`config.mk`:
```
export PLATFORM = sky130hd
export DESIGN_NAME = srs_read_status
export DESIGN_NICKNAME = d
export VERILOG_FILES = /design/src/verilog/srs_pkg.sv /design/src/verilog/srs_read_status.sv
export VERILOG_INCLUDE_DIRS = /design/src /design/src/verilog
export SDC_FILE = /design/constraint.sdc
export NUM_CORES = 1
export LEC_CHECK = 0
export BUFFER_PORTS_ARGS = -buffer_cell sky130_fd_sc_hd__buf_4
export CORE_MARGIN = 2
export CORE_UTILIZATION = 40
export CTS_BUF_LIST = sky130_fd_sc_hd__clkbuf_16
export DETAILED_ROUTE_END_ITERATION = 10
export PLACE_DENSITY = 0.66
export SLEW_MARGIN = 0
export SYNTH_ARGS = -nofsm -noshare
export SYNTH_HDL_FRONTEND = slang
export SYNTH_SLANG_ARGS = --single-unit
```
`constraint.sdc`:
```
create_clock -name clock -period 1.8 [get_ports clock]
set_clock_uncertainty 0.15 [all_clocks]
set_input_delay 0.36 -clock clock [delete_from_list [all_inputs] [get_ports clock]]
set_output_delay 0.36 -clock clock [all_outputs]
set_load 0.02 [all_outputs]
```
`src/verilog/srs_cfg.svh`:
```
`ifndef SRS_CFG_SVH
`define SRS_CFG_SVH
// ****************************************
// Register byte offsets (channel A view)
// ****************************************
`define SRS_OFF_VECT_WR 8'h00
`define SRS_OFF_MIC_WR 8'h04
`define SRS_OFF_MODE 8'h08
`define SRS_OFF_CMD 8'h0c
`define SRS_OFF_BAUDLO_WR 8'h10
`define SRS_OFF_BAUDHI_WR 8'h14
`define SRS_OFF_LEE_WR 8'h18
`define SRS_OFF_IRQ_STAT 8'h1c
`define SRS_OFF_IRQ_MASK 8'h20
`define SRS_OFF_RX_COND 8'h24
`define SRS_OFF_VECT_RB 8'h28
`define SRS_OFF_PEND 8'h2c
`define SRS_OFF_RX_CHAR 8'h30
`define SRS_OFF_MISC 8'h34
`define SRS_OFF_BAUDLO_RB 8'h38
`define SRS_OFF_BAUDHI_RB 8'h3c
`define SRS_OFF_LEE_RB 8'h40
// Address bit that selects the channel B view
`define SRS_CHB_BIT 7
// ****************************************
// Field positions
// ****************************************
`define SRS_MIC_STAT_HI 4
`define SRS_MODE_LO 0
`define SRS_MODE_FM 2
`define SRS_MODE_DPLL_EN 3
`define SRS_MODE_LOOP 4
`define SRS_MODE_X21 5
`define SRS_CMD_RST_MISS 0
`define SRS_CMD_SEARCH 1
`define SRS_MISC_ONE_MISS 7
`define SRS_MISC_TWO_MISS 6
`define SRS_MISC_LOOP_SEND 4
`define SRS_MISC_ON_LOOP 1
`define SRS_EV_RX 0
`define SRS_EV_ONE_MISS 1
`define SRS_EV_TWO_MISS 2
`define SRS_EV_ALL_SENT 3
// ****************************************
// Reset values and constant patterns
// ****************************************
`define SRS_RESIDUE_IDLE 3'h3
`define SRS_NOPEND_LOW 3'h3
`define SRS_LEE_USED 8'hfa
`define SRS_PEND_USED 8'h3f
`define SRS_VECT_RST 8'h00
`define SRS_BAUD_RST 8'h00
`define SRS_LEE_RST 8'hf8
`endif

```
`src/verilog/srs_pkg.sv`:
```
`default_nettype none
package srs_pkg;
	// Serial framing mode
	typedef enum logic [1:0] {
		SRS_ASYNC = 2'b00,
		SRS_SYNC = 2'b01,
		SRS_SDLC = 2'b10
	} srs_mode_t;
endpackage
`default_nettype wire

```
`src/verilog/srs_read_status.sv`:
```
// Functional notes
// - Residue I-field bits right-justified in last character
// - Residue code valid only with end-of-frame
// - Async all-sent set when transmitter fully empty
// - Sync and SDLC: all-sent always set
// - Channel A vector readback returns written vector
// - Channel B vector carries status, high/low select
// - No pending interrupt: status 011 or 110
// - Pending flags only channel A, B reads zero
// - Two unused pending bits read zero
// - Received character register delivers receive data
// - Unassigned misc status bits read zero
// - FM one-missing-clock flag latched until command
// - Two misses set flag, enter search mode
// - Missing-clock flags zero in NRZI or disabled
// - Loop-sending only while transmitter controls loop
// - On-loop in SDLC loop, or X.21 active
// - Baud divisor readbacks return written bytes
// - Enable readback, two unused bits zero
//
// Decided for this implementation: the Wishbone slave port and the address map.
`timescale 1ns/1ps
`include "srs_cfg.svh"
`default_nettype none
module srs_read_status (
	// Clock and reset
	input wire logic clock,
	input wire logic rstn,
	// Wishbone slave
	input wire logic wb_cyc_i,
	input wire logic wb_stb_i,
	input wire logic wb_we_i,
	input wire logic [7:0] wb_adr_i,
	input wire logic [3:0] wb_sel_i,
	input wire logic [31:0] wb_dat_i,
	output logic [31:0] wb_dat_o,
	output logic wb_ack_o,
	// Receiver side
	input wire logic rxValid,
	output logic rxReady,
	input wire logic [7:0] rxRawChar,
	input wire logic [3:0] rxFieldBits,
	input wire logic rxEof,
	input wire logic [2:0] rxResidueCode,
	// Transmitter and loop state
	input wire logic txAllClear,
	input wire logic txActive,
	input wire logic txControlsLoop,
	input wire logic loopInserted,
	// Clock recovery loop events
	input wire logic dpllEdgeSeen,
	input wire logic dpllEdgeMissed,
	output logic dpllEnterSearch,
	// Interrupt sources
	input wire logic [5:0] intPendBits,
	input wire logic [2:0] intVectStatus,
	// Interrupt output
	output logic irq
);
	// ****************************************
	// Helper functions
	// ****************************************
	// Shift a left-aligned partial character down to bit 0
	function automatic logic [7:0] justify(input logic [7:0] raw, input logic [3:0] nBits);
		logic [3:0] sh;
		sh = 4'h0;
		if (nBits != 4'h0 && nBits < 4'h8)
			sh = 4'h8 - nBits;
		return raw >> sh;
	endfunction
	// Address match ignoring the channel bit
	function automatic logic hit(input logic [7:0] adr, input logic [7:0] off);
		return {1'b0, adr[6:0]} == off;
	endfunction

	// ****************************************
	// Bus slave
	// ****************************************
	logic busReq;
	logic ackGive;
	logic chanB;
	assign busReq = wb_cyc_i && wb_stb_i;
	// Answer one cycle after the request, drop the cycle after
	assign ackGive = busReq && !wb_ack_o;
	assign chanB = wb_adr_i[`SRS_CHB_BIT];
	logic wrStb;
	// Writes take effect on the edge that samples ack high
	assign wrStb = busReq && wb_ack_o && wb_we_i && wb_sel_i[0];
	// Ack register
	always_ff @(posedge clock or negedge rstn) begin
		if (!rstn)
			wb_ack_o <= 1'b0;
		else
			wb_ack_o <= ackGive;
	end

	// ****************************************
	// Write registers
	// ****************************************
	logic [7:0] vect_reg; // Interrupt vector
	logic statHi_reg; // Status high/low selection
	logic [5:0] mode_reg; // Mode configuration
	logic [7:0] baudLo_reg;
	logic [7:0] baudHi_reg;
	logic [7:0] lee_reg; // Line event enables
	logic [3:0] irqMask_reg;
	srs_pkg::srs_mode_t mode;
	assign mode = srs_pkg::srs_mode_t'(mode_reg[`SRS_MODE_LO +: 2]);
	// Stored values only change by writes, never by reads
	always_ff @(posedge clock or negedge rstn) begin
		if (!rstn) begin
			vect_reg <= `SRS_VECT_RST;
			statHi_reg <= 1'b0;
			mode_reg <= 6'h00;
			baudLo_reg <= `SRS_BAUD_RST;
			baudHi_reg <= `SRS_BAUD_RST;
			lee_reg <= `SRS_LEE_RST;
			irqMask_reg <= 4'h0;
		end else if (wrStb) begin
			if (hit(wb_adr_i, `SRS_OFF_VECT_WR))
				vect_reg <= wb_dat_i[7:0];
			if (hit(wb_adr_i, `SRS_OFF_MIC_WR))
				statHi_reg <= wb_dat_i[`SRS_MIC_STAT_HI];
			if (hit(wb_adr_i, `SRS_OFF_MODE))
				mode_reg <= wb_dat_i[5:0];
			if (hit(wb_adr_i, `SRS_OFF_BAUDLO_WR))
				baudLo_reg <= wb_dat_i[7:0];
			if (hit(wb_adr_i, `SRS_OFF_BAUDHI_WR))
				baudHi_reg <= wb_dat_i[7:0];
			if (hit(wb_adr_i, `SRS_OFF_LEE_WR))
				lee_reg <= wb_dat_i[7:0] & `SRS_LEE_USED;
			if (hit(wb_adr_i, `SRS_OFF_IRQ_MASK))
				irqMask_reg <= wb_dat_i[3:0];
		end
	end
	// Command strobes, self clearing
	logic cmdRstMiss;
	logic cmdSearch;
	assign cmdRstMiss = wrStb && hit(wb_adr_i, `SRS_OFF_CMD) && wb_dat_i[`SRS_CMD_RST_MISS];
	assign cmdSearch = wrStb && hit(wb_adr_i, `SRS_OFF_CMD) && wb_dat_i[`SRS_CMD_SEARCH];

	// ****************************************
	// Receive character holding register
	// ****************************************
	logic [7:0] rxChar_reg;
	logic rxFull_reg;
	logic rxEof_reg;
	logic [2:0] residue_reg;
	logic rxRead;
	logic rxLoad;
	// Only a read of the character consumes it
	assign rxRead = ackGive && !wb_we_i && !chanB && hit(wb_adr_i, `SRS_OFF_RX_CHAR);
	assign rxReady = !rxFull_reg;
	assign rxLoad = rxValid && !rxFull_reg;
	// Full flag: a new load wins over a same-cycle read, read empties
	always_ff @(posedge clock or negedge rstn) begin
		if (!rstn)
			rxFull_reg <= 1'b0;
		else if (rxLoad)
			rxFull_reg <= 1'b1;
		else if (rxRead)
			rxFull_reg <= 1'b0;
	end
	// Data, end of frame and residue captured together
	always_ff @(posedge clock or negedge rstn) begin
		if (!rstn) begin
			rxChar_reg <= 8'h00;
			rxEof_reg <= 1'b0;
			residue_reg <= `SRS_RESIDUE_IDLE;
		end else if (rxLoad) begin
			rxChar_reg <= justify(rxRawChar, rxFieldBits);
			rxEof_reg <= rxEof && (mode == srs_pkg::SRS_SDLC);
			// Residue is only meaningful with end of frame
			residue_reg <= (rxEof && mode == srs_pkg::SRS_SDLC) ? rxResidueCode : `SRS_RESIDUE_IDLE;
		end else if (mode != srs_pkg::SRS_SDLC) begin
			// Outside SDLC the frame end drops and the residue idles
			rxEof_reg <= 1'b0;
			residue_reg <= `SRS_RESIDUE_IDLE;
		end
	end

	// ****************************************
	// All sent
	// ****************************************
	logic allSent;
	// Async follows transmitter, framed modes always set
	assign allSent = (mode == srs_pkg::SRS_ASYNC) ? txAllClear : 1'b1;

	// ****************************************
	// Clock recovery missing-clock flags
	// ****************************************
	logic fmOn;
	logic oneMiss_reg;
	logic twoMiss_reg;
	logic prevMiss_reg;
	logic secondMiss;
	assign fmOn = mode_reg[`SRS_MODE_FM] && mode_reg[`SRS_MODE_DPLL_EN];
	assign secondMiss = fmOn && dpllEdgeMissed && prevMiss_reg;
	// Remembers a miss until an edge is seen
	always_ff @(posedge clock or negedge rstn) begin
		if (!rstn)
			prevMiss_reg <= 1'b0;
		// Search restarts the miss count, so one later miss is not a second
		else if (!fmOn || dpllEdgeSeen || secondMiss || cmdSearch)
			prevMiss_reg <= 1'b0;
		else if (dpllEdgeMissed)
			prevMiss_reg <= 1'b1;
	end
	// Latched flags; a new miss wins over the clearing command
	always_ff @(posedge clock or negedge rstn) begin
		if (!rstn) begin
			oneMiss_reg <= 1'b0;
			twoMiss_reg <= 1'b0;
		end else begin
			if (fmOn && dpllEdgeMissed)
				oneMiss_reg <= 1'b1;
			else if (cmdRstMiss || cmdSearch)
				oneMiss_reg <= 1'b0;
			if (secondMiss)
				twoMiss_reg <= 1'b1;
			else if (cmdRstMiss || cmdSearch)
				twoMiss_reg <= 1'b0;
		end
	end
	// Search mode entered on two misses or by command
	always_ff @(posedge clock or negedge rstn) begin
		if (!rstn)
			dpllEnterSearch <= 1'b0;
		else
			dpllEnterSearch <= secondMiss || cmdSearch;
	end

	// ****************************************
	// Status compositions
	// ****************************************
	logic [7:0] misc;
	logic [2:0] vStat;
	logic [7:0] vectB;
	logic [7:0] rxCond;
	always_comb begin
		misc = 8'h00; // Unassigned bits zero
		// Hidden outside FM with the loop enabled
		misc[`SRS_MISC_ONE_MISS] = oneMiss_reg && fmOn;
		misc[`SRS_MISC_TWO_MISS] = twoMiss_reg && fmOn;
		misc[`SRS_MISC_LOOP_SEND] = mode_reg[`SRS_MODE_LOOP] && mode == srs_pkg::SRS_SDLC
			&& txActive && txControlsLoop;
		misc[`SRS_MISC_ON_LOOP] = (mode_reg[`SRS_MODE_LOOP] && mode == srs_pkg::SRS_SDLC && loopInserted)
			|| (mode_reg[`SRS_MODE_X21] && txActive);
	end
	always_comb begin
		// No pending source gives the idle code
		vStat = (intPendBits == 6'h00) ? `SRS_NOPEND_LOW : intVectStatus;
		vectB = vect_reg;
		// Insert status by the high/low select only
		if (statHi_reg)
			vectB[6:4] = {vStat[0], vStat[1], vStat[2]};
		else
			vectB[3:1] = vStat;
	end
	assign rxCond = {rxEof_reg, 3'h0, residue_reg, allSent};

	// ****************************************
	// Interrupt status and output
	// ****************************************
	logic [3:0] irqStat_reg;
	logic [3:0] events;
	logic allSentPrev_reg;
	logic [3:0] w1c;
	assign events[`SRS_EV_RX] = rxLoad;
	assign events[`SRS_EV_ONE_MISS] = fmOn && dpllEdgeMissed;
	assign events[`SRS_EV_TWO_MISS] = secondMiss;
	assign events[`SRS_EV_ALL_SENT] = allSent && !allSentPrev_reg;
	assign w1c = (wrStb && hit(wb_adr_i, `SRS_OFF_IRQ_STAT)) ? wb_dat_i[3:0] : 4'h0;
	// Rising edge detect of all sent
	always_ff @(posedge clock or negedge rstn) begin
		if (!rstn)
			allSentPrev_reg <= 1'b1;
		else
			allSentPrev_reg <= allSent;
	end
	// Sticky bits; a same-cycle event wins over the clear
	always_ff @(posedge clock or negedge rstn) begin
		if (!rstn)
			irqStat_reg <= 4'h0;
		else
			irqStat_reg <= (irqStat_reg & ~w1c) | events;
	end
	assign irq = |(irqStat_reg & irqMask_reg);

	// ****************************************
	// Read data
	// ****************************************
	logic [7:0] rdMux;
	always_comb begin
		rdMux = 8'h00; // Unmapped reads zero
		unique case (1'b1)
			hit(wb_adr_i, `SRS_OFF_MODE): rdMux = {2'h0, mode_reg};
			hit(wb_adr_i, `SRS_OFF_IRQ_STAT): rdMux = {4'h0, irqStat_reg};
			hit(wb_adr_i, `SRS_OFF_IRQ_MASK): rdMux = {4'h0, irqMask_reg};
			hit(wb_adr_i, `SRS_OFF_RX_COND): rdMux = rxCond;
			hit(wb_adr_i, `SRS_OFF_VECT_RB): rdMux = chanB ? vectB : vect_reg;
			hit(wb_adr_i, `SRS_OFF_PEND):
				rdMux = chanB ? 8'h00 : ({2'h0, intPendBits} & `SRS_PEND_USED);
			hit(wb_adr_i, `SRS_OFF_RX_CHAR): rdMux = rxChar_reg;
			hit(wb_adr_i, `SRS_OFF_MISC): rdMux = misc;
			hit(wb_adr_i, `SRS_OFF_BAUDLO_RB): rdMux = baudLo_reg;
			hit(wb_adr_i, `SRS_OFF_BAUDHI_RB): rdMux = baudHi_reg;
			hit(wb_adr_i, `SRS_OFF_LEE_RB): rdMux = lee_reg;
			default: rdMux = 8'h00;
		endcase
	end
	// Data captured with ack so it stands while ack is high
	always_ff @(posedge clock or negedge rstn) begin
		if (!rstn)
			wb_dat_o <= 32'h0;
		else if (ackGive && !wb_we_i)
			wb_dat_o <= {24'h0, rdMux};
	end
endmodule
`default_nettype wire
```
==> results of run 1 <==
==> worst paths after layout <==
kind / startpoint / end / slack, ns
max: wb_ack_o / statHi_reg / 0.007
min: dpllEdgeSeen / prevMiss_reg / 0.03
max reg2reg: wb_ack_o / statHi_reg / 0.007
min reg2reg: wb_dat_o[0] / wb_dat_o[0] / 0.33
max in group asynchronous: rstn / mode_reg[3] / 0.59
min in group asynchronous: rstn / irqStat_reg[0] / 0.37
==> synth_stat cells, types with 5 or more instances <==
cell type,number
sky130_fd_sc_hd__nand2_1,43
sky130_fd_sc_hd__nor3_1,5
sky130_fd_sc_hd__o211ai_1,5
sky130_fd_sc_hd__mux2i_1,13
sky130_fd_sc_hd__a21oi_1,13
sky130_fd_sc_hd__clkbuf_1,7
sky130_fd_sc_hd__o21ai_0,11
sky130_fd_sc_hd__a32oi_1,7
sky130_fd_sc_hd__mux2_2,39
sky130_fd_sc_hd__inv_1,6
sky130_fd_sc_hd__dfstp_2,8
sky130_fd_sc_hd__nor2_1,15
sky130_fd_sc_hd__buf_4,24
sky130_fd_sc_hd__dfrtp_1,64
sky130_fd_sc_hd__and3_1,5
sky130_fd_sc_hd__buf_2,11
sky130_fd_sc_hd__a22oi_1,7
sky130_fd_sc_hd__nor2b_1,5
sky130_fd_sc_hd__nand3_1,11
==> final cells by class <==
class,count,area share
timing repair buffer,146,0.200
multi-input combinational,293,0.399
clock inverter,7,0.0149
tap,136,0.0293
inverter,6,0.00604
clock buffer,9,0.0388
sequential,72,0.312
==> power by group through the flow <==
stage	Combinational (W)	Clock, W	Sequential (W)
floorplan	0.000306	0	0.00173
detailed placement	0.000597	0	0.00172
global route	0.000670	0.00198	0.00169
CTS	0.000607	0.00190	0.00169
global placement	0.000590	0	0.00172
finish	0.000620	0.00187	0.00169
==> per-layer routing <==
metal,track usage,part of all wire,vias to the layer above,wire length [um]
li1,-,-,1715,-
met3,0.0429,0.058,27,689
met5,0,0,-,0
met2,0.355,0.48,148,5720
met4,0.0893,0.025,0,302
met1,0.294,0.44,1786,5260
==> worst max-delay path, delay by kind of cell, from the launching register on <==
family	cells	cell delay, ns
flops	1	0.43
mux	1	0.28
buf+inv	2	0.30
simple gates	4	0.50
==> logic make-up after synthesis <==
| kind of cell | share of synthesized area |
|---|---|
| AOI/OAI and AO/OA | 0.156 |
| xor gates and xnor gates | 0.00211 |
| adders and majority gates | 0.00301 |
| buffers and inverters | 0.0710 |
| DFF | 0.436 |
| muxes | 0.165 |
| other | 0.000902 |
| and+or+nand+nor | 0.166 |
==> what timing repair did <==
item	CTS	global route
pin swaps	3	17
endpoints found under the hold margin	24	0
endpoints found under the setup margin	34	49
buffers inserted	2	3
gates resized for setup	12	22
hold buffers	1	0
==> stage by stage <==
stage               std cells  utilization  TNS, ns
detailed placement        648        0.519    -9.72
global placement          648        0.519    -9.72
CTS                       667        0.557   -0.203
floorplan                 414            -   -0.616
global route              669        0.567   -0.142
finish                    669        0.567        0
==> impl_metrics.csv, run 1 <==
group,metric,value,unit
floorplanning,die_area,0.0112,mm2
pwr,ir_worst_vdd,0.305,mV
finish,area_occupied_by_registers,0.00181,mm2
worst_setup_path,crit_required,1.86,ns
finish,layout-area-overhead-vs-synth,39.5,%
worst_setup_path,cpPeakStageDelay,0.43,ns
floorplanning,floorplan.die.height,106,um
routing,viasPerCell,5.49,
worst_setup_path,number_of_cell_instances_on_the_worst_register_to_register_path,7,
finish,post-route-cell-area,0.00580,mm2
grt,initial_antenna_violation_count,0,
worst_hold_path,worstHoldPathType,"primary input to flop",
logic_synthesis,netlist-cell-type-count,68,
sta,fin_crit_sh,0.996,
sta,slew_headroom,0.655,
pwr,switching_power,0.00102,W
finish,antenna-diode-count,0,
grt,grt_util_all_layers,0.221,
sta,max_slew.worst_pin.slew,0.515,ns
logic_synthesis,synthTopCellsByArea,"sky130_fd_sc_hd__dfrtp_1, sky130_fd_sc_hd__mux2_2, sky130_fd_sc_hd__dfstp_2, sky130_fd_sc_hd__buf_4, sky130_fd_sc_hd__nand2_1",
pwr,p_leak,2.75,nW
sta,setup-violations-final,0,
finish,nNetsFinal,610,
finish,final.fill_count,882,
floorplanning,fp-row-count,37,
logic_synthesis,syn_inst,391,
finish,final_layout_size_suffix_gt1_frac,0.465,
pwr,power_density,720,mW/mm2
routing,drt_drc_violations_left,0,
run,max_cap_viol_count,0,
floorplanning,placeableCoreArea,0.0102,mm2
routing,initial_drt_pass_iterations,5,
pwr,power.clock.fraction,0.447,
logic_synthesis,synth_ff_type,"sky130_fd_sc_hd__dfrtp_1",
worst_setup_path,cpMaxStageDelayCell,"sky130_fd_sc_hd__dfrtp_1",
logic_synthesis,synthArstFlopShare,1.00,
clock_network,cts_tree,"built",
clock_network,deepest_level_of_the_cts_h_tree,3,
logic_synthesis,syn-cell-area,0.00416,mm2
placement,replace_congestion,0.942,
floorplanning,pin_count,117,
sta,fin_worst_setup_slack,0.00704,ns
pwr,power.total,0.00418,W
floorplanning,floorplan.die.width,106,um
sta,max_clock_freq,0.558,GHz
worst_setup_path,setup.worst_path.end_class,"flop",
grt,grt_max_degree,34,
logic_synthesis,synth-edff-count,0,
placement,io_buffers,65,
logic_synthesis,mean_cell_area_of_the_mapped_netlist,10.6,um2
routing,detail_route.iter0.violations,188,
pwr,power_switching_share,0.244,
logic_synthesis,synth_largest_type_area_fraction,0.385,
run_status,status,"complete, no violations",
pwr,internal_power,0.00316,W
grt,grt_pass1_wl,19.0,mm
clock_network,clk_pin_slew,0.06,ns
sta,grt_setup_unrepaired,"true",
routing,postRouteWirelength,12.0,mm
clock_network,maximum_number_of_buffers_from_clock_root_to_sink,2,
sta,finalWorstPathRequiredPeriod,1.79,ns
clock_network,numClockSinks,72,
logic_synthesis,ys_warn_count,0,
placement,dp_worst_setup_slack,-0.334,ns
clock_network,clock-root-buffer,"sky130_fd_sc_hd__clkbuf_16",
sta,hold_violations,0,
placement,postPlaceCellArea,0.00531,mm2
floorplanning,start_util,0.407,
finish,leading_cell_type_in_the_layout_fill_and_taps_excluded,"sky130_fd_sc_hd__buf_4",
worst_setup_path,critPathArrivalTime,1.85,ns
sta,fin_worst_hold_slack,0.0258,ns
pwr,comb_power_share,0.148,
logic_synthesis,netlist.top_cell.by_area,"sky130_fd_sc_hd__dfrtp_1",
pwr,p_seq_frac,0.404,
routing,drtAntennaViolNets,0,
worst_setup_path,timing.critical_path.cells,"and3_4 -> nand3_4 -> nor4_4 -> buf_4 -> buf_6 -> nand2_2 -> mux2_2",
worst_setup_path,crit_fanout,5,
logic_synthesis,synth-seq-area-share,0.436,
worst_hold_path,hold_depth,2,
worst_setup_path,worst_setup_path_start_kind,"flop",
finish,multi_input_area,0.00231,mm2
clock_network,tritoncts.num_buffers,9,
clock_network,clock_insertion_delay_worst_skew,0.33,ns
finish,layout_common_cells,"sky130_fd_sc_hd__buf_4, sky130_fd_sc_hd__dfrtp_1, sky130_fd_sc_hd__mux2_2",
logic_synthesis,flops_latches_synth,72,
worst_setup_path,setup.worst_path.class,"flop to flop",
placement,hpwl,9.27,mm
routing,detailroute.via_count,3676,
grt,grt-ovfl-total,0,
grt,first_global_vias,3515,
routing,routed_wirelength_normalized_by_instance_count,17.9,um
sta,maxSlewViolCount,0,
No activity file was read; power rests on OpenSTA's default activity.
==> inputs of run 2 (changes only) <==
--- a/constraint.sdc
+++ b/constraint.sdc
@@ -3,3 +3,3 @@
 set_input_delay 0.36 -clock clock [delete_from_list [all_inputs] [get_ports clock]]
 set_output_delay 0.36 -clock clock [all_outputs]
-set_load 0.02 [all_outputs]
+set_load 0.05 [all_outputs]
==> impl_metrics.csv, run 2 (same netlist as run 1, synthesis figures left out) <==
group,metric,value,unit
worst_setup_path,setup.worst_path.class,"flop to flop",
worst_setup_path,cpMaxStageDelayCell,"sky130_fd_sc_hd__dfrtp_2",
worst_setup_path,worst_setup_path_start_kind,"flop",
worst_setup_path,reg2reg_slack,-0.02,ns
worst_setup_path,crit_required,1.87,ns
placement,dp_worst_setup_slack,-0.348,ns
worst_hold_path,worstHoldPathType,"primary input to flop",
sta,fin_crit_sh,1.01,
grt,grt_util_all_layers,0.236,
worst_setup_path,timing.critical_path.cells,"and3_4 -> nand3_4 -> nor4_4 -> buf_4 -> nand2_8 -> mux2_2",
run_status,status,"finished, violations left",
run,max_cap_viol_count,0,
placement,replace_congestion,0.875,
worst_hold_path,hold_depth,2,
floorplanning,die_area,0.0112,mm2
clock_network,tritoncts.num_buffers,9,
worst_setup_path,number_of_cell_instances_on_the_worst_register_to_register_path,6,
worst_setup_path,critPathArrivalTime,1.89,ns
finish,layout.cells.non_filler,674,
clock_network,clock_insertion_delay_worst_skew,0.34,ns
finish,area_occupied_by_registers,0.00181,mm2
sta,max_clock_freq,0.549,GHz
pwr,ir_worst_vdd,0.343,mV
floorplanning,floorplan.die.width,106,um
worst_setup_path,cpPeakStageDelay,0.41,ns
worst_setup_path,r2r_end,"mode_reg[4]",
worst_hold_path,hold_start,"dpllEdgeSeen",
worst_hold_path,min_to,"prevMiss_reg",
finish,final_layout_size_suffix_gt1_frac,0.465,
routing,drt_drc_violations_left,0,
routing,detailroute.via_count,3637,
placement,postPlaceCellArea,0.00536,mm2
routing,routed_wirelength_normalized_by_instance_count,18.8,um
floorplanning,placeableCoreArea,0.0102,mm2
pwr,power_density,716,mW/mm2
grt,grt_pass1_wl,20.2,mm
grt,initial_antenna_violation_count,0,
worst_setup_path,setup.worst_path.end_class,"flop",
clock_network,numClockSinks,72,
finish,antenna-diode-count,0,
finish,leading_cell_type_in_the_layout_fill_and_taps_excluded,"sky130_fd_sc_hd__buf_4",
clock_network,maximum_number_of_buffers_from_clock_root_to_sink,2,
clock_network,clk_pin_slew,0.06,ns
routing,initial_drt_pass_iterations,4,
finish,final.fill_count,922,
clock_network,clock-root-buffer,"sky130_fd_sc_hd__clkbuf_16",
routing,viasPerCell,5.40,
finish,layout-area-overhead-vs-synth,39.0,%
grt,grt_max_degree,41,
finish,nNetsFinal,616,
clock_network,deepest_level_of_the_cts_h_tree,3,
sta,maxSlewViolCount,0,
sta,slew_headroom,0.658,
finish,post-route-cell-area,0.00578,mm2
worst_setup_path,crit_fanout,6,
placement,hpwl,9.72,mm
sta,setup-violations-final,12,
finish,multi_input_area,0.00230,mm2
grt,first_global_vias,3806,
placement,numPlacedInstances,654,
routing,detail_route.iter0.violations,219,
routing,drtAntennaViolNets,0,
sta,hold_violations,0,
pwr,p_leak,2.75,nW
finish,layout_common_cells,"sky130_fd_sc_hd__buf_4, sky130_fd_sc_hd__dfrtp_1, sky130_fd_sc_hd__mux2_2",
sta,max_slew.worst_pin.slew,0.513,ns
sta,finalWorstPathRequiredPeriod,1.82,ns
pwr,power.total,0.00414,W
sta,grt_setup_unrepaired,"true",
floorplanning,fp-row-count,37,
clock_network,cts_tree,"built",
floorplanning,floorplan.die.height,106,um
run_status,failed_checks,"negative setup slack",
floorplanning,start_util,0.407,
placement,io_buffers,65,
routing,postRouteWirelength,12.7,mm
worst_setup_path,regToRegStartpoint,"wb_ack_o",
sta,fin_worst_setup_slack,-0.0228,ns
floorplanning,pin_count,117,
grt,grt-ovfl-total,0,
==> run 2: how the worst max path moves through the flow <==
stage,start,to,slack [ns]
5_1_grt,wb_ack_o,vect_reg[5],-0.07
2_1_floorplan,rxFieldBits[0],rxChar_reg[1],-0.26
4_1_cts,rxFieldBits[0],rxChar_reg[1],0.008
6_report,wb_ack_o,mode_reg[4],-0.02
3_3_place_gp,rxFieldBits[0],rxChar_reg[1],-0.32
3_5_place_dp,rxFieldBits[0],rxChar_reg[1],-0.35
==> run 2: layer usage <==
metal	wire length (um)	track usage	up-vias	share of wire
li1	-	-	1717	-
met1	5440	0.304	1787	0.43
met2	6230	0.394	116	0.49
met3	752	0.0503	17	0.059
met4	233	0.0865	0	0.018
met5	0	0	-	0
==> run 2: metrics by stage <==
stage           util  setup TNS (ns)  hold WS (ns)
3_3_place_gp   0.524           -9.76         0.217
4_1_cts        0.553               0        0.0253
2_1_floorplan      -           -1.12       -0.0856
6_report       0.565         -0.0911        0.0316
5_1_grt        0.565           -1.15        0.0191
3_5_place_dp   0.524          -10.43         0.225
==> run 2: layout make-up <==
class,instances,share of cell area
Clock inverter,6,0.00952
Sequential cell,72,0.314
Inverter,6,0.00606
Multi-Input combinational cell,293,0.398
Tap cell,136,0.0294
Clock buffer,9,0.0390
Timing Repair Buffer,152,0.205
==> run 2: worst max-delay path: cells and delay by family, from the launching register on <==
kind | cells | cell delay [ns]
buf+inv | 1 | 0.21
simple gates | 4 | 0.64
flops | 1 | 0.41
mux | 1 | 0.29
==> run 2: power by group <==
group | internal [W] | total, W | switching (W)
registers | 0.00166 | 0.00169 | 0.0000285
clock network | 0.00105 | 0.00171 | 0.000659
logic | 0.000300 | 0.000739 | 0.000439
==> run 2: what timing repair did <==
item | 4_1_cts | 5_1_grt
resized for setup | 3 | 20
pin swaps | 1 | 5
hold endpoints to repair | 28 | 0
hold buffers | 1 | 0
buffers inserted | 0 | 4
setup endpoints to repair | 4 | 29
==> inputs of run 3 (changes only) <==
CORE_UTILIZATION = 30   (was 40)
PLACE_DENSITY = default   (was 0.66)
==> impl_metrics.csv, run 3 (same netlist as run 1, synthesis figures left out) <==
group,metric,value,unit
run_status,status,"complete, no violations",
worst_setup_path,regToRegStartpoint,"wb_ack_o",
worst_setup_path,number_of_cell_instances_on_the_worst_register_to_register_path,5,
routing,drt_drc_violations_left,0,
finish,post-route-util,0.428,
clock_network,tritoncts.num_buffers,9,
grt,grt_max_degree,30,
worst_setup_path,critPathLaunch,"rxFieldBits[1]",
routing,viasPerCell,5.06,
grt,grt_pass1_wl,20.1,mm
floorplanning,floorplan.die.height,122,um
worst_setup_path,crit_required,1.88,ns
finish,layout_common_cells,"sky130_fd_sc_hd__buf_4, sky130_fd_sc_hd__dfrtp_1, sky130_fd_sc_hd__mux2_2",
sta,max_slew.worst_pin.slew,0.581,ns
placement,hpwl,9.79,mm
routing,routed_wirelength_normalized_by_instance_count,17.5,um
clock_network,clk_pin_slew,0.06,ns
finish,leading_cell_type_in_the_layout_fill_and_taps_excluded,"sky130_fd_sc_hd__buf_4",
placement,replace_congestion,0.944,
worst_setup_path,worst_setup_path_start_kind,"primary input",
worst_setup_path,setup.worst_path.class,"primary input to flop",
worst_setup_path,critPathArrivalTime,1.85,ns
finish,final.fill_count,1313,
clock_network,cts_tree,"built",
finish,layout-area-overhead-vs-synth,41.3,%
worst_hold_path,hold_start,"dpllEdgeSeen",
grt,initial_antenna_violation_count,0,
run,max_cap_viol_count,0,
finish,final_layout_size_suffix_gt1_frac,0.460,
routing,initial_drt_pass_iterations,4,
grt,grt_busiest_layer,"met2",
worst_setup_path,timing.critical_path.to,"rxChar_reg[1]",
floorplanning,pin_count,117,
pwr,ir_worst_vdd,0.424,mV
floorplanning,fp-row-count,43,
grt,met1_usage,0.240,
routing,postRouteWirelength,12.5,mm
grt,grt-ovfl-total,0,
grt,met3_usage,0.0403,
worst_hold_path,worstHoldPathType,"primary input to flop",
sta,grt_setup_unrepaired,"true",
pwr,power_density,738,mW/mm2
worst_setup_path,setup.worst_path.end_class,"flop",
grt,grt_util_met2,0.282,
pwr,p_leak,2.77,nW
routing,detailroute.via_count,3618,
clock_network,clock-root-buffer,"sky130_fd_sc_hd__clkbuf_16",
routing,drtAntennaViolNets,0,
floorplanning,placeableCoreArea,0.0137,mm2
clock_network,numClockSinks,72,
placement,io_buffers,65,
sta,setup-violations-final,0,
finish,nNetsFinal,612,
floorplanning,die_area,0.0148,mm2
sta,maxSlewViolCount,0,
sta,hold_violations,0,
sta,slew_headroom,0.611,
worst_setup_path,r2r_end,"wb_dat_o[3]",
worst_setup_path,reg2reg_slack,0.04,ns
floorplanning,start_util,0.303,
sta,max_clock_freq,0.565,GHz
clock_network,maximum_number_of_buffers_from_clock_root_to_sink,2,
sta,fin_worst_hold_slack,0.0298,ns
clock_network,clock_insertion_delay_worst_skew,0.34,ns
grt,first_global_vias,3604,
routing,detail_route.iter0.violations,201,
floorplanning,floorplan.die.width,122,um
finish,antenna-diode-count,0,
sta,finalWorstPathRequiredPeriod,1.77,ns
grt,grt_util_all_layers,0.178,
worst_setup_path,crit_fanout,3,
clock_network,deepest_level_of_the_cts_h_tree,3,
sta,fin_crit_sh,0.983,
pwr,power.total,0.00434,W
-- run 3: metrics by stage --
stage / TNS, ns / worst slack, ns / area (um2) / std cells
global placement: -7.64 / -0.336 / 5430 / 695
finish: 0 / 0.0308 / 5880 / 715
CTS: 0 / 0.00273 / 5820 / 715
floorplan: -1.12 / -0.257 / 4350 / 414
global route: -0.0915 / -0.0413 / 5880 / 715
detailed placement: -8.20 / -0.376 / 5430 / 695
-- run 3: per-layer routing --
| metal | up-vias | share of wire |
|---|---|---|
| met4 | 0 | 0.021 |
| li1 | 1713 | - |
| met1 | 1766 | 0.46 |
| met5 | - | 0 |
| met3 | 16 | 0.057 |
| met2 | 123 | 0.46 |
-- run 3: how the worst min path moves through the flow --
stage,end,slack [ns],cells past startpoint
floorplan,baudHi_reg[0],-0.09,0
global placement,irqStat_reg[3],0.15,1
detailed placement,irqStat_reg[3],0.16,1
CTS,prevMiss_reg,0.02,2
global route,prevMiss_reg,0.04,2
finish,prevMiss_reg,0.03,2
-- run 3: worst max-delay path, stage by stage --
cell and delay [ns]:
sky130_fd_sc_hd__buf_6 0.09, sky130_fd_sc_hd__inv_6 0.03, sky130_fd_sc_hd__ha_4 0.25, sky130_fd_sc_hd__and3_4 0.19, sky130_fd_sc_hd__mux4_2 0.51, sky130_fd_sc_hd__and3_4 0.18
sky130_fd_sc_hd__a221o_1 0.25
-- run 3: power by group --
group	internal (W)	total (W)	switching [W]
registers	0.00166	0.00169	0.0000290
logic	0.000300	0.000734	0.000434
clock network	0.00120	0.00191	0.000710
total	0.00316	0.00434	0.00117
-- run 3: timing repair --
action,in CTS,in global routing
pin swaps,2,2
setup buffers,3,2
hold buffers,1,0
gates resized for setup,8,16
setup endpoints to repair,27,20
endpoints found under the hold margin,24,0
-- run 3: layout make-up --
class / instances / area [um2] / share of cell area
Clock inverter: 7 / 88.8 / 0.0151
Inverter: 6 / 35.0 / 0.00596
Multi-Input combinational cell: 293 / 2290 / 0.390
Tap cell: 180 / 225 / 0.0383
Timing Repair Buffer: 148 / 1200 / 0.204
Clock buffer: 9 / 225 / 0.0383
Sequential cell: 72 / 1810 / 0.308
